`config.mk`:
```
export PLATFORM = sky130hd
export DESIGN_NAME = smq_top
export DESIGN_NICKNAME = d
export VERILOG_FILES = /design/src/hw/smq_qualify.v /design/src/hw/smq_divider.v /design/src/hw/smq_top.v
export VERILOG_INCLUDE_DIRS = /design/src /design/src/include
export SDC_FILE = /design/constraint.sdc
export NUM_CORES = 1
export LEC_CHECK = 0
export ABC_AREA = 1
export BUFFER_PORTS_ARGS = -buffer_cell sky130_fd_sc_hd__buf_2
export CORE_MARGIN = 2
export CORE_UTILIZATION = 35
export CTS_BUF_LIST = sky130_fd_sc_hd__clkbuf_8
export CTS_CLUSTER_SIZE = 24
export DETAILED_ROUTE_END_ITERATION = 10
export GPL_TIMING_DRIVEN = 0
export HOLD_SLACK_MARGIN = 0.1
export SYNTH_ARGS = -nofsm -noshare
export SYNTH_HDL_FRONTEND = slang
export SYNTH_SLANG_ARGS = --single-unit
```
`constraint.sdc`:
```
create_clock -name pclk -period 4.7 [get_ports pclk]
set_input_delay 0.235 -clock pclk [delete_from_list [all_inputs] [get_ports pclk]]
set_output_delay 0.235 -clock pclk [all_outputs]
set_load 0.01 [all_outputs]
```
`src/include/smq_consts.vh`:
```
`ifndef SMQ_CONSTS_VH
`define SMQ_CONSTS_VH

// Clock
`define SMQ_CLK_PERIOD_NS 20
`define SMQ_CLK_HZ (1000000000 / `SMQ_CLK_PERIOD_NS)

// Qualification thresholds in Vrms and line cut-off in Vac
`define SMQ_ON_VRMS 8'h46
`define SMQ_OFF_VRMS 8'h32
`define SMQ_LINE_MIN_VAC 8'h50

// Lamp rates in Hz, blink period in seconds
`define SMQ_SLOW_HZ 2
`define SMQ_FAST_HZ 4
`define SMQ_BLINK_S 2
// Half periods in clock cycles at 50 MHz, sized for the divider
`define SMQ_HALF_SLOW 26'hbe_bc20
`define SMQ_HALF_FAST 26'h5f_5e10
`define SMQ_HALF_BLINK 26'h2fa_f080

// Divider register width
`define SMQ_DIV_W 26

// Register byte offsets
`define SMQ_STATUS_OFS 12'h000
`define SMQ_RED_QUAL_OFS 12'h004
`define SMQ_IRQ_STAT_OFS 12'h008
`define SMQ_IRQ_MASK_OFS 12'h00C
`define SMQ_DIV_SLOW_OFS 12'h010
`define SMQ_DIV_FAST_OFS 12'h014
`define SMQ_DIV_BLINK_OFS 12'h018

// Status register fields
`define SMQ_ST_RED_EN 0
`define SMQ_ST_SF1 1
`define SMQ_ST_SF2 2
`define SMQ_ST_PREEMPT 3
`define SMQ_ST_HARNESS 4
`define SMQ_ST_LOW_LINE 5
`define SMQ_ST_MIN_FLASH 6
`define SMQ_ST_DC_LAMP 7
`define SMQ_ST_LINE_LAMP 8
`define SMQ_ST_INVERT 9

// Interrupt bits
`define SMQ_IRQ_W 5
`define SMQ_IRQ_RED_EN 0
`define SMQ_IRQ_PREEMPT 1
`define SMQ_IRQ_HARNESS 2
`define SMQ_IRQ_DC_FAULT 3
`define SMQ_IRQ_LOW_LINE 4
`define SMQ_IRQ_MASK_RST 5'h00

`endif

```
`src/hw/smq_qualify.v`:
```
`include "smq_consts.vh"
`default_nettype none

// Hysteresis qualifier for one RMS-sampled input
module smq_qualify (
  input wire pclk,
  input wire presetn,
  input wire [7:0] level,
  input wire invert,
  output reg active_r
);

  reg seen_r;
  reg seen_nxt;

  // Above the upper limit sets, below the lower clears, band holds
  always @* begin
    seen_nxt = seen_r;
    if (level > `SMQ_ON_VRMS)
      seen_nxt = 1'b1;
    else if (level < `SMQ_OFF_VRMS)
      seen_nxt = 1'b0;
  end

  // Optional polarity inversion applied after hysteresis
  always @(posedge pclk or negedge presetn) begin
    if (!presetn) begin
      seen_r <= 1'b0;
      active_r <= 1'b0;
    end else begin
      seen_r <= seen_nxt;
      active_r <= seen_nxt ^ invert;
    end
  end
endmodule

`default_nettype wire

```
`src/hw/smq_divider.v`:
```
`include "smq_consts.vh"
`default_nettype none

// Square wave whose half period is a programmable cycle count
module smq_divider (
  input wire pclk,
  input wire presetn,
  input wire [`SMQ_DIV_W-1:0] half,
  output reg wave_r
);

  reg [`SMQ_DIV_W-1:0] cnt_r;
  wire last;

  // Zero is treated as one so the output still toggles
  assign last = (cnt_r + 1'b1 >= half);

  // Counter wraps each half period and flips the wave
  always @(posedge pclk or negedge presetn) begin
    if (!presetn) begin
      cnt_r <= {`SMQ_DIV_W{1'b0}};
      wave_r <= 1'b0;
    end else if (last) begin
      cnt_r <= {`SMQ_DIV_W{1'b0}};
      wave_r <= ~wave_r;
    end else begin
      cnt_r <= cnt_r + 1'b1;
    end
  end
endmodule

`default_nettype wire

```
`src/hw/smq_top.v`:
```
`include "smq_consts.vh"
`default_nettype none

module smq_top #(
  parameter [`SMQ_DIV_W-1:0] HALF_SLOW = `SMQ_HALF_SLOW,
  parameter [`SMQ_DIV_W-1:0] HALF_FAST = `SMQ_HALF_FAST,
  parameter [`SMQ_DIV_W-1:0] HALF_BLINK = `SMQ_HALF_BLINK
) (
  input wire pclk,
  input wire presetn,
  input wire psel,
  input wire penable,
  input wire pwrite,
  input wire [11:0] paddr,
  input wire [31:0] pwdata,
  output reg [31:0] prdata,
  output wire pready,
  output reg pslverr,
  input wire [127:0] red_rms,
  input wire [7:0] red_enable_rms,
  input wire [7:0] preempt_one_rms,
  input wire [7:0] preempt_two_rms,
  input wire preemption_one_invert_switch,
  input wire red_interface_harness,
  input wire [7:0] line_vac,
  input wire low_line,
  input wire min_flash,
  input wire dc_fault_trig,
  input wire monitor_reset,
  input wire [15:0] yellow_active,
  input wire [15:0] green_active,
  output reg [15:0] red_qual_r,
  output reg red_enable_active_r,
  output reg preempt_active_r,
  output reg red_absence_mon_en_r,
  output reg dual_ind_mon_en_r,
  output reg clearance_mon_en_r,
  output reg basic_mode_r,
  output reg [15:0] chan_red_lamp_r,
  output reg [15:0] chan_yellow_lamp_r,
  output reg [15:0] chan_green_lamp_r,
  output reg line_power_lamp,
  output reg dc_supply_fault_lamp,
  output reg red_fail_blink_lamp,
  output wire irq
);

  ////////////////////////////////////////////////////////////////////////////
  // Pin synchronisers

  reg [1:0] inv_sync_r;
  reg [1:0] harn_sync_r;

  // Two stages for the board switch and the harness sense
  always @(posedge pclk or negedge presetn) begin
    if (!presetn) begin
      inv_sync_r <= 2'b00;
      harn_sync_r <= 2'b00;
    end else begin
      inv_sync_r <= {inv_sync_r[0], preemption_one_invert_switch};
      harn_sync_r <= {harn_sync_r[0], red_interface_harness};
    end
  end

  wire invert_s = inv_sync_r[1];
  wire harness_s = harn_sync_r[1];

  ////////////////////////////////////////////////////////////////////////////
  // Input qualification

  wire [15:0] red_q;
  wire red_en_q;
  wire sf1_q;
  wire sf2_q;

  // One qualifier per red field input
  genvar gi;
  generate
    for (gi = 0; gi < 16; gi = gi + 1) begin : g_red
      smq_qualify u_red (
        .pclk(pclk),
        .presetn(presetn),
        .level(red_rms[gi*8 +: 8]),
        .invert(1'b0),
        .active_r(red_q[gi])
      );
    end
  endgenerate

  smq_qualify u_red_en (
    .pclk(pclk),
    .presetn(presetn),
    .level(red_enable_rms),
    .invert(1'b0),
    .active_r(red_en_q)
  );

  smq_qualify u_sf1 (
    .pclk(pclk),
    .presetn(presetn),
    .level(preempt_one_rms),
    .invert(invert_s),
    .active_r(sf1_q)
  );

  smq_qualify u_sf2 (
    .pclk(pclk),
    .presetn(presetn),
    .level(preempt_two_rms),
    .invert(1'b0),
    .active_r(sf2_q)
  );

  ////////////////////////////////////////////////////////////////////////////
  // Monitoring enables and channel lamps

  wire preempt_any = sf1_q | sf2_q;
  wire red_mon = red_en_q & harness_s;

  // Red monitoring enables need both the enable and the harness; qualified reds and red lamps need only the harness
  always @(posedge pclk or negedge presetn) begin
    if (!presetn) begin
      red_qual_r <= 16'h0000;
      red_enable_active_r <= 1'b0;
      preempt_active_r <= 1'b0;
      red_absence_mon_en_r <= 1'b0;
      dual_ind_mon_en_r <= 1'b0;
      clearance_mon_en_r <= 1'b0;
      basic_mode_r <= 1'b1;
      chan_red_lamp_r <= 16'h0000;
      chan_yellow_lamp_r <= 16'h0000;
      chan_green_lamp_r <= 16'h0000;
    end else begin
      red_qual_r <= harness_s ? red_q : 16'h0000;
      red_enable_active_r <= red_en_q;
      preempt_active_r <= preempt_any;
      red_absence_mon_en_r <= red_mon & ~preempt_any;
      dual_ind_mon_en_r <= red_mon;
      clearance_mon_en_r <= red_mon;
      basic_mode_r <= ~harness_s;
      chan_red_lamp_r <= harness_s ? red_q : 16'h0000;
      chan_yellow_lamp_r <= yellow_active;
      chan_green_lamp_r <= green_active;
    end
  end

  ////////////////////////////////////////////////////////////////////////////
  // Flash dividers and front-panel lamps

  reg [`SMQ_DIV_W-1:0] div_slow_r;
  reg [`SMQ_DIV_W-1:0] div_fast_r;
  reg [`SMQ_DIV_W-1:0] div_blink_r;
  wire wave_slow;
  wire wave_fast;
  wire wave_blink;

  smq_divider u_slow (
    .pclk(pclk),
    .presetn(presetn),
    .half(div_slow_r),
    .wave_r(wave_slow)
  );

  smq_divider u_fast (
    .pclk(pclk),
    .presetn(presetn),
    .half(div_fast_r),
    .wave_r(wave_fast)
  );

  smq_divider u_blink (
    .pclk(pclk),
    .presetn(presetn),
    .half(div_blink_r),
    .wave_r(wave_blink)
  );

  reg line_lamp_nxt;
  reg dc_latch_r;

  // Line-power lamp: cut-off, then minimum flash, then brownout, else on
  always @* begin
    if (line_vac < `SMQ_LINE_MIN_VAC)
      line_lamp_nxt = 1'b0;
    else if (min_flash)
      line_lamp_nxt = wave_fast;
    else if (low_line)
      line_lamp_nxt = wave_slow;
    else
      line_lamp_nxt = 1'b1;
  end

  // Latched supply fault; a new trigger beats a reset
  always @(posedge pclk or negedge presetn) begin
    if (!presetn) begin
      dc_latch_r <= 1'b0;
      line_power_lamp <= 1'b0;
      dc_supply_fault_lamp <= 1'b0;
      red_fail_blink_lamp <= 1'b0;
    end else begin
      if (dc_fault_trig)
        dc_latch_r <= 1'b1;
      else if (monitor_reset)
        dc_latch_r <= 1'b0;
      line_power_lamp <= line_lamp_nxt;
      dc_supply_fault_lamp <= dc_latch_r | dc_fault_trig;
      red_fail_blink_lamp <= (~red_en_q | preempt_any) & wave_blink;
    end
  end

  ////////////////////////////////////////////////////////////////////////////
  // Interrupt events

  reg red_en_d_r;
  reg preempt_d_r;
  reg harness_d_r;
  reg low_line_d_r;
  reg [`SMQ_IRQ_W-1:0] irq_stat_r;
  reg [`SMQ_IRQ_W-1:0] irq_mask_r;
  wire [`SMQ_IRQ_W-1:0] irq_ev;
  wire rd_stat;

  // Changes of qualified enable, preemption and the harness, a rise of low line and a new supply fault become events
  assign irq_ev[`SMQ_IRQ_RED_EN] = red_en_q ^ red_en_d_r;
  assign irq_ev[`SMQ_IRQ_PREEMPT] = preempt_any ^ preempt_d_r;
  assign irq_ev[`SMQ_IRQ_HARNESS] = harness_s ^ harness_d_r;
  assign irq_ev[`SMQ_IRQ_DC_FAULT] = dc_fault_trig & ~dc_latch_r;
  assign irq_ev[`SMQ_IRQ_LOW_LINE] = low_line & ~low_line_d_r;

  assign irq = |(irq_stat_r & irq_mask_r);

  ////////////////////////////////////////////////////////////////////////////
  // APB slave

  wire acc = psel & penable;
  wire wr = acc & pwrite;
  assign pready = 1'b1;
  assign rd_stat = acc & ~pwrite & (paddr == `SMQ_IRQ_STAT_OFS);

  // Sticky status clears on read; a same-cycle event stays set
  always @(posedge pclk or negedge presetn) begin
    if (!presetn) begin
      red_en_d_r <= 1'b0;
      preempt_d_r <= 1'b0;
      harness_d_r <= 1'b0;
      low_line_d_r <= 1'b0;
      irq_stat_r <= {`SMQ_IRQ_W{1'b0}};
    end else begin
      red_en_d_r <= red_en_q;
      preempt_d_r <= preempt_any;
      harness_d_r <= harness_s;
      low_line_d_r <= low_line;
      irq_stat_r <= (rd_stat ? {`SMQ_IRQ_W{1'b0}} : irq_stat_r) | irq_ev;
    end
  end

  // Writable registers
  always @(posedge pclk or negedge presetn) begin
    if (!presetn) begin
      irq_mask_r <= `SMQ_IRQ_MASK_RST;
      div_slow_r <= HALF_SLOW;
      div_fast_r <= HALF_FAST;
      div_blink_r <= HALF_BLINK;
    end else if (wr) begin
      case (paddr)
        `SMQ_IRQ_MASK_OFS: irq_mask_r <= pwdata[`SMQ_IRQ_W-1:0];
        `SMQ_DIV_SLOW_OFS: div_slow_r <= pwdata[`SMQ_DIV_W-1:0];
        `SMQ_DIV_FAST_OFS: div_fast_r <= pwdata[`SMQ_DIV_W-1:0];
        `SMQ_DIV_BLINK_OFS: div_blink_r <= pwdata[`SMQ_DIV_W-1:0];
        default: ;
      endcase
    end
  end

  reg [31:0] rdata_nxt;
  reg hit_nxt;

  // Read mux and address decode
  always @* begin
    rdata_nxt = 32'h0000_0000;
    hit_nxt = 1'b1;
    case (paddr)
      `SMQ_STATUS_OFS: begin
        rdata_nxt[`SMQ_ST_RED_EN] = red_en_q;
        rdata_nxt[`SMQ_ST_SF1] = sf1_q;
        rdata_nxt[`SMQ_ST_SF2] = sf2_q;
        rdata_nxt[`SMQ_ST_PREEMPT] = preempt_any;
        rdata_nxt[`SMQ_ST_HARNESS] = harness_s;
        rdata_nxt[`SMQ_ST_LOW_LINE] = low_line;
        rdata_nxt[`SMQ_ST_MIN_FLASH] = min_flash;
        rdata_nxt[`SMQ_ST_DC_LAMP] = dc_supply_fault_lamp;
        rdata_nxt[`SMQ_ST_LINE_LAMP] = line_power_lamp;
        rdata_nxt[`SMQ_ST_INVERT] = invert_s;
      end
      `SMQ_RED_QUAL_OFS: rdata_nxt[15:0] = red_qual_r;
      `SMQ_IRQ_STAT_OFS: rdata_nxt[`SMQ_IRQ_W-1:0] = irq_stat_r;
      `SMQ_IRQ_MASK_OFS: rdata_nxt[`SMQ_IRQ_W-1:0] = irq_mask_r;
      `SMQ_DIV_SLOW_OFS: rdata_nxt[`SMQ_DIV_W-1:0] = div_slow_r;
      `SMQ_DIV_FAST_OFS: rdata_nxt[`SMQ_DIV_W-1:0] = div_fast_r;
      `SMQ_DIV_BLINK_OFS: rdata_nxt[`SMQ_DIV_W-1:0] = div_blink_r;
      default: hit_nxt = 1'b0;
    endcase
  end

  // Read data and error are registered in the setup cycle
  always @(posedge pclk or negedge presetn) begin
    if (!presetn) begin
      prdata <= 32'h0000_0000;
      pslverr <= 1'b0;
    end else begin
      prdata <= (psel & ~penable & ~pwrite) ? rdata_nxt : prdata;
      pslverr <= psel & ~penable & ~hit_nxt;
    end
  end

endmodule

`default_nettype wire

```
==> qor.yml <==
floorplan:
  chipHeight_um: 217.9
  boundaryPins: 355
  die_w_um: 217.9
  floorplan.core_area_sq_um: 45280
  fp.dieArea_sq_um: 47490
  std_cell_rows: 78
  initial_core_utilization: 0.3537
sta:
  timing_hold_violations_final: 0
  grt_setup_unrepaired: "false"
  slew_headroom: 0.5357
  worst_slew_pin_slew_ns: 0.6964
  finalMaxSlewViolations: 0
  report.final.setup_viol: 0
  fin_crit_sh: 0.7427
  fin_skew_ns: 0.04155
  period_minus_slack_ns: 3.491
  max_freq_mhz: 286.5
  setup_total_negative_slack_ns: 0
  hold_slack_ns: 0.1845
clock_network:
  cts_buffers: 51
  clockRootBuffer: "sky130_fd_sc_hd__clkbuf_8"
  worst_skew_pair_latency_ns: 0.64
  tritoncts: "yes"
  max-clock-path-buffers: 3
  clkSlewWorstSetupHoldPaths_ns: 0.06
  post_cts.resized_instances: 0
  cts_num_sinks: 279
  htreeDepth: 2
layout:
  mostFrequentLayoutCell: "sky130_fd_sc_hd__nand2_1"
  layout.cells.non_filler: 3249
  final_layout_size_suffix_gt1_frac: 0.2222
  final_cell_mix: "sky130_fd_sc_hd__nand2_1 (558), sky130_fd_sc_hd__inv_1 (415), sky130_fd_sc_hd__buf_2 (357)"
  finish.net_count: 2928
  syn2layout_area_growth_pct: 29.32
synthesis:
  synth-edff-count: 0
  postSynthRegisterBits: 279
  post_synthesis_instance_area_sq_um: 16020
  synth_top_area_frac: 0.3781
  synth_area_leaders: "sky130_fd_sc_hd__dfrtp_1 (38%), sky130_fd_sc_hd__nand2_1 (13%), sky130_fd_sc_hd__inv_1 (9.3%)"
  ys_types: 46
  yosysTopAreaCell: "sky130_fd_sc_hd__dfrtp_1"
  avgSynthCellArea_sq_um: 7.660
  postSynth.topFlopCell: "sky130_fd_sc_hd__dfrtp_1"
  synth-async-reset-ratio: 1.000
  synthesis.yosys.warnings: 0
  seq_area_frac_synth: 0.4388
  postSynthCellCount: 2091
power:
  power.density_cell_area_nw_per_um2: 271.2
  power.ir.vdd_worst_uv: 265.3
  finalPower_mw: 5.617
  power.static_leakage_nw: 11.23
worst_setup_path:
  cp_top_family: "simple AND/OR/NAND/NOR gates"
  worstSetupStartpointType: "flop"
  critPathMaxFanout: 10
  cp_slowest_stage_delay_ns: 0.48
  critical_path_class: "flop to flop"
  crit_chain: "ha_1, nand2_1, nor2_1, nand2_1, nor2_1, xnor2_1, inv_1, ha_1, nand2_1, nor2_1, nor3b_1, nand2_1, nand3_2, buf_2, nor2_1"
  critical_path.slowest_cell: "sky130_fd_sc_hd__dfrtp_1"
  setup.worst_path.end_class: "flop"
  path_buf_inv: 2
  cp.required_ns: 5.20
  worstPathArrival_ns: 3.99
routing:
  vias: 15380
  drc: 0
  drt_first_iter_violations: 748
  drt-met1-wl_mm: 22.31
  drtAntennaViolNets: 0
  highest_layer: "met4"
  met2_routed_wirelength_mm: 25.48
  routedWlPerCell_um: 16.28
  route.met3.wl_mm: 3.086
  avgViaCountPerCell: 4.734
  detailedRoute.firstPassIterationCount: 4
  route.final.wire_length_mm: 52.88
place:
  placement.io_buffers: 337
  place_hpwl_mm: 41.57
  dp.cells: 3035
  gp_routability_congestion: 0.9146
global_route:
  first_global_vias: 15740
  grt_max_degree: 123
  global_route.usage.total: 0.2256
  grt_first_pass_wirelength_mm: 83.48
  antenna_found_initial: 6
  globalRoute.totalOverflow: 0
min_path:
  timing.hold.worst.class: "input port to flop"
job:
  total_of_max_cap_violations: 0
status:
  outcome: "finished clean"
## cells by family (layout without fill, tap and decap cells)
logic type | after synthesis | in the layout | synth area share
xor gates and xnor gates | 43 | 43 | 0.02351
DFF | 279 | 279 | 0.4388
AOI/OAI and AO/OA | 187 | 187 | 0.07460
and+or+nand+nor | 1032 | 1032 | 0.2782
adders and majority gates | 81 | 81 | 0.06327
buffers and inverters | 467 | 1013 | 0.1212
other | 2 | 14 | 0.0004689
## path summary, 6_finish.rpt
| check | start | endpoint | slack (ns) | depth (start not counted) |
|---|---|---|---|---|
| min in group asynchronous | presetn | u_blink.cnt_r[21]$_DFF_PN0_ | 0.22 | 2 |
| max in group asynchronous | presetn | u_slow.cnt_r[5]$_DFF_PN0_ | 3.41 | 3 |
| max reg2reg | u_fast.cnt_r[0]$_DFF_PN0_ | u_fast.cnt_r[15]$_DFF_PN0_ | 1.21 | 15 |
| min | paddr[1] | pslverr$_DFF_PN0_ | 0.18 | 5 |
| max | u_fast.cnt_r[0]$_DFF_PN0_ | u_fast.cnt_r[15]$_DFF_PN0_ | 1.21 | 15 |
| min reg2reg | harn_sync_r[0]$_DFF_PN0_ | harn_sync_r[1]$_DFF_PN0_ | 0.36 | 0 |
## stage by stage
| step | util | setup slack, ns | cell area (sq um) |
|---|---|---|---|
| 2_1_floorplan | - | 2.110 | 16040 |
| 3_3_place_gp | 0.4080 | -2.042 | 18470 |
| 3_5_place_dp | 0.4094 | 1.256 | 18540 |
| 4_1_cts | 0.4571 | 1.233 | 20700 |
| 5_1_grt | 0.4574 | 0.9000 | 20710 |
| 6_report | 0.4574 | 1.209 | 20710 |
## worst register-to-register path, delay by kind of cell, from the launching register on
| kind | cells | cell delay (ns) |
|---|---|---|
| buffers and inverters | 2 | 0.41 |
| AND/OR/NAND/NOR | 10 | 1.62 |
| adder cells (fa/ha/maj) | 2 | 0.65 |
| flip-flops | 1 | 0.48 |
| XOR/XNOR | 1 | 0.19 |
## routing by layer
layer  track usage  up-vias
met5             0        -
met4       0.09048        0
met3       0.04407      102
met2        0.3881      417
met1        0.2769     7338
li1              -     7524
## cell usage after synthesis (9+ instances only)
master,count
sky130_fd_sc_hd__o22ai_1,18
sky130_fd_sc_hd__xor2_1,35
sky130_fd_sc_hd__o21bai_1,9
sky130_fd_sc_hd__o21ai_0,39
sky130_fd_sc_hd__nor3_1,41
sky130_fd_sc_hd__dfstp_2,37
sky130_fd_sc_hd__inv_1,397
sky130_fd_sc_hd__o31a_1,17
sky130_fd_sc_hd__a21oi_1,23
sky130_fd_sc_hd__o21ai_2,26
sky130_fd_sc_hd__or2_2,10
sky130_fd_sc_hd__nor2_1,208
sky130_fd_sc_hd__buf_2,21
sky130_fd_sc_hd__o21ai_1,36
sky130_fd_sc_hd__nand3_2,10
sky130_fd_sc_hd__buf_4,32
sky130_fd_sc_hd__nand2_1,558
sky130_fd_sc_hd__nand3_1,132
sky130_fd_sc_hd__dfrtp_1,242
sky130_fd_sc_hd__nand4_1,44
sky130_fd_sc_hd__ha_1,81
## final cells by class
| cell class | count | area [sq um] |
|---|---|---|
| diodes | 7 | 17.52 |
| plain buffers | 65 | 429.2 |
| clock buffers | 60 | 825.8 |
| clock inverters | 35 | 211.5 |
| fillers | 4584 | 24570 |
| inverters | 402 | 1513 |
| multi-input cells | 1350 | 7067 |
| flip-flops and latches | 279 | 7028 |
| well taps | 600 | 750.7 |
| repair buffers | 451 | 2873 |
## registers in the layout (all words and copies together), names as in the netlist, 2 cells and up
register              count
div_fast_r               26
u_slow.cnt_r             26
div_blink_r              26
irq_mask_r                5
chan_green_lamp_r        16
prdata                   26
irq_stat_r                5
harn_sync_r               2
div_slow_r               26
u_blink.cnt_r            26
chan_red_lamp_r          16
u_fast.cnt_r             26
inv_sync_r                2
chan_yellow_lamp_r       16
g_red.u_red.active_r     16
## where the power goes
group	leakage (nW)	switching [mW]	total, mW	internal, mW
clock	0.613	1.09	2.37	1.28
combinational	7.11	0.404	0.708	0.304
sequential	3.50	0.0573	2.54	2.48
## repair_timing
| item | in CTS | in global routing |
|---|---|---|
| hold buffers | 112 | 0 |
| hold endpoints to repair | 231 | 0 |
| buffers inserted | 0 | 0 |
Power figures use the tool's default switching activity.
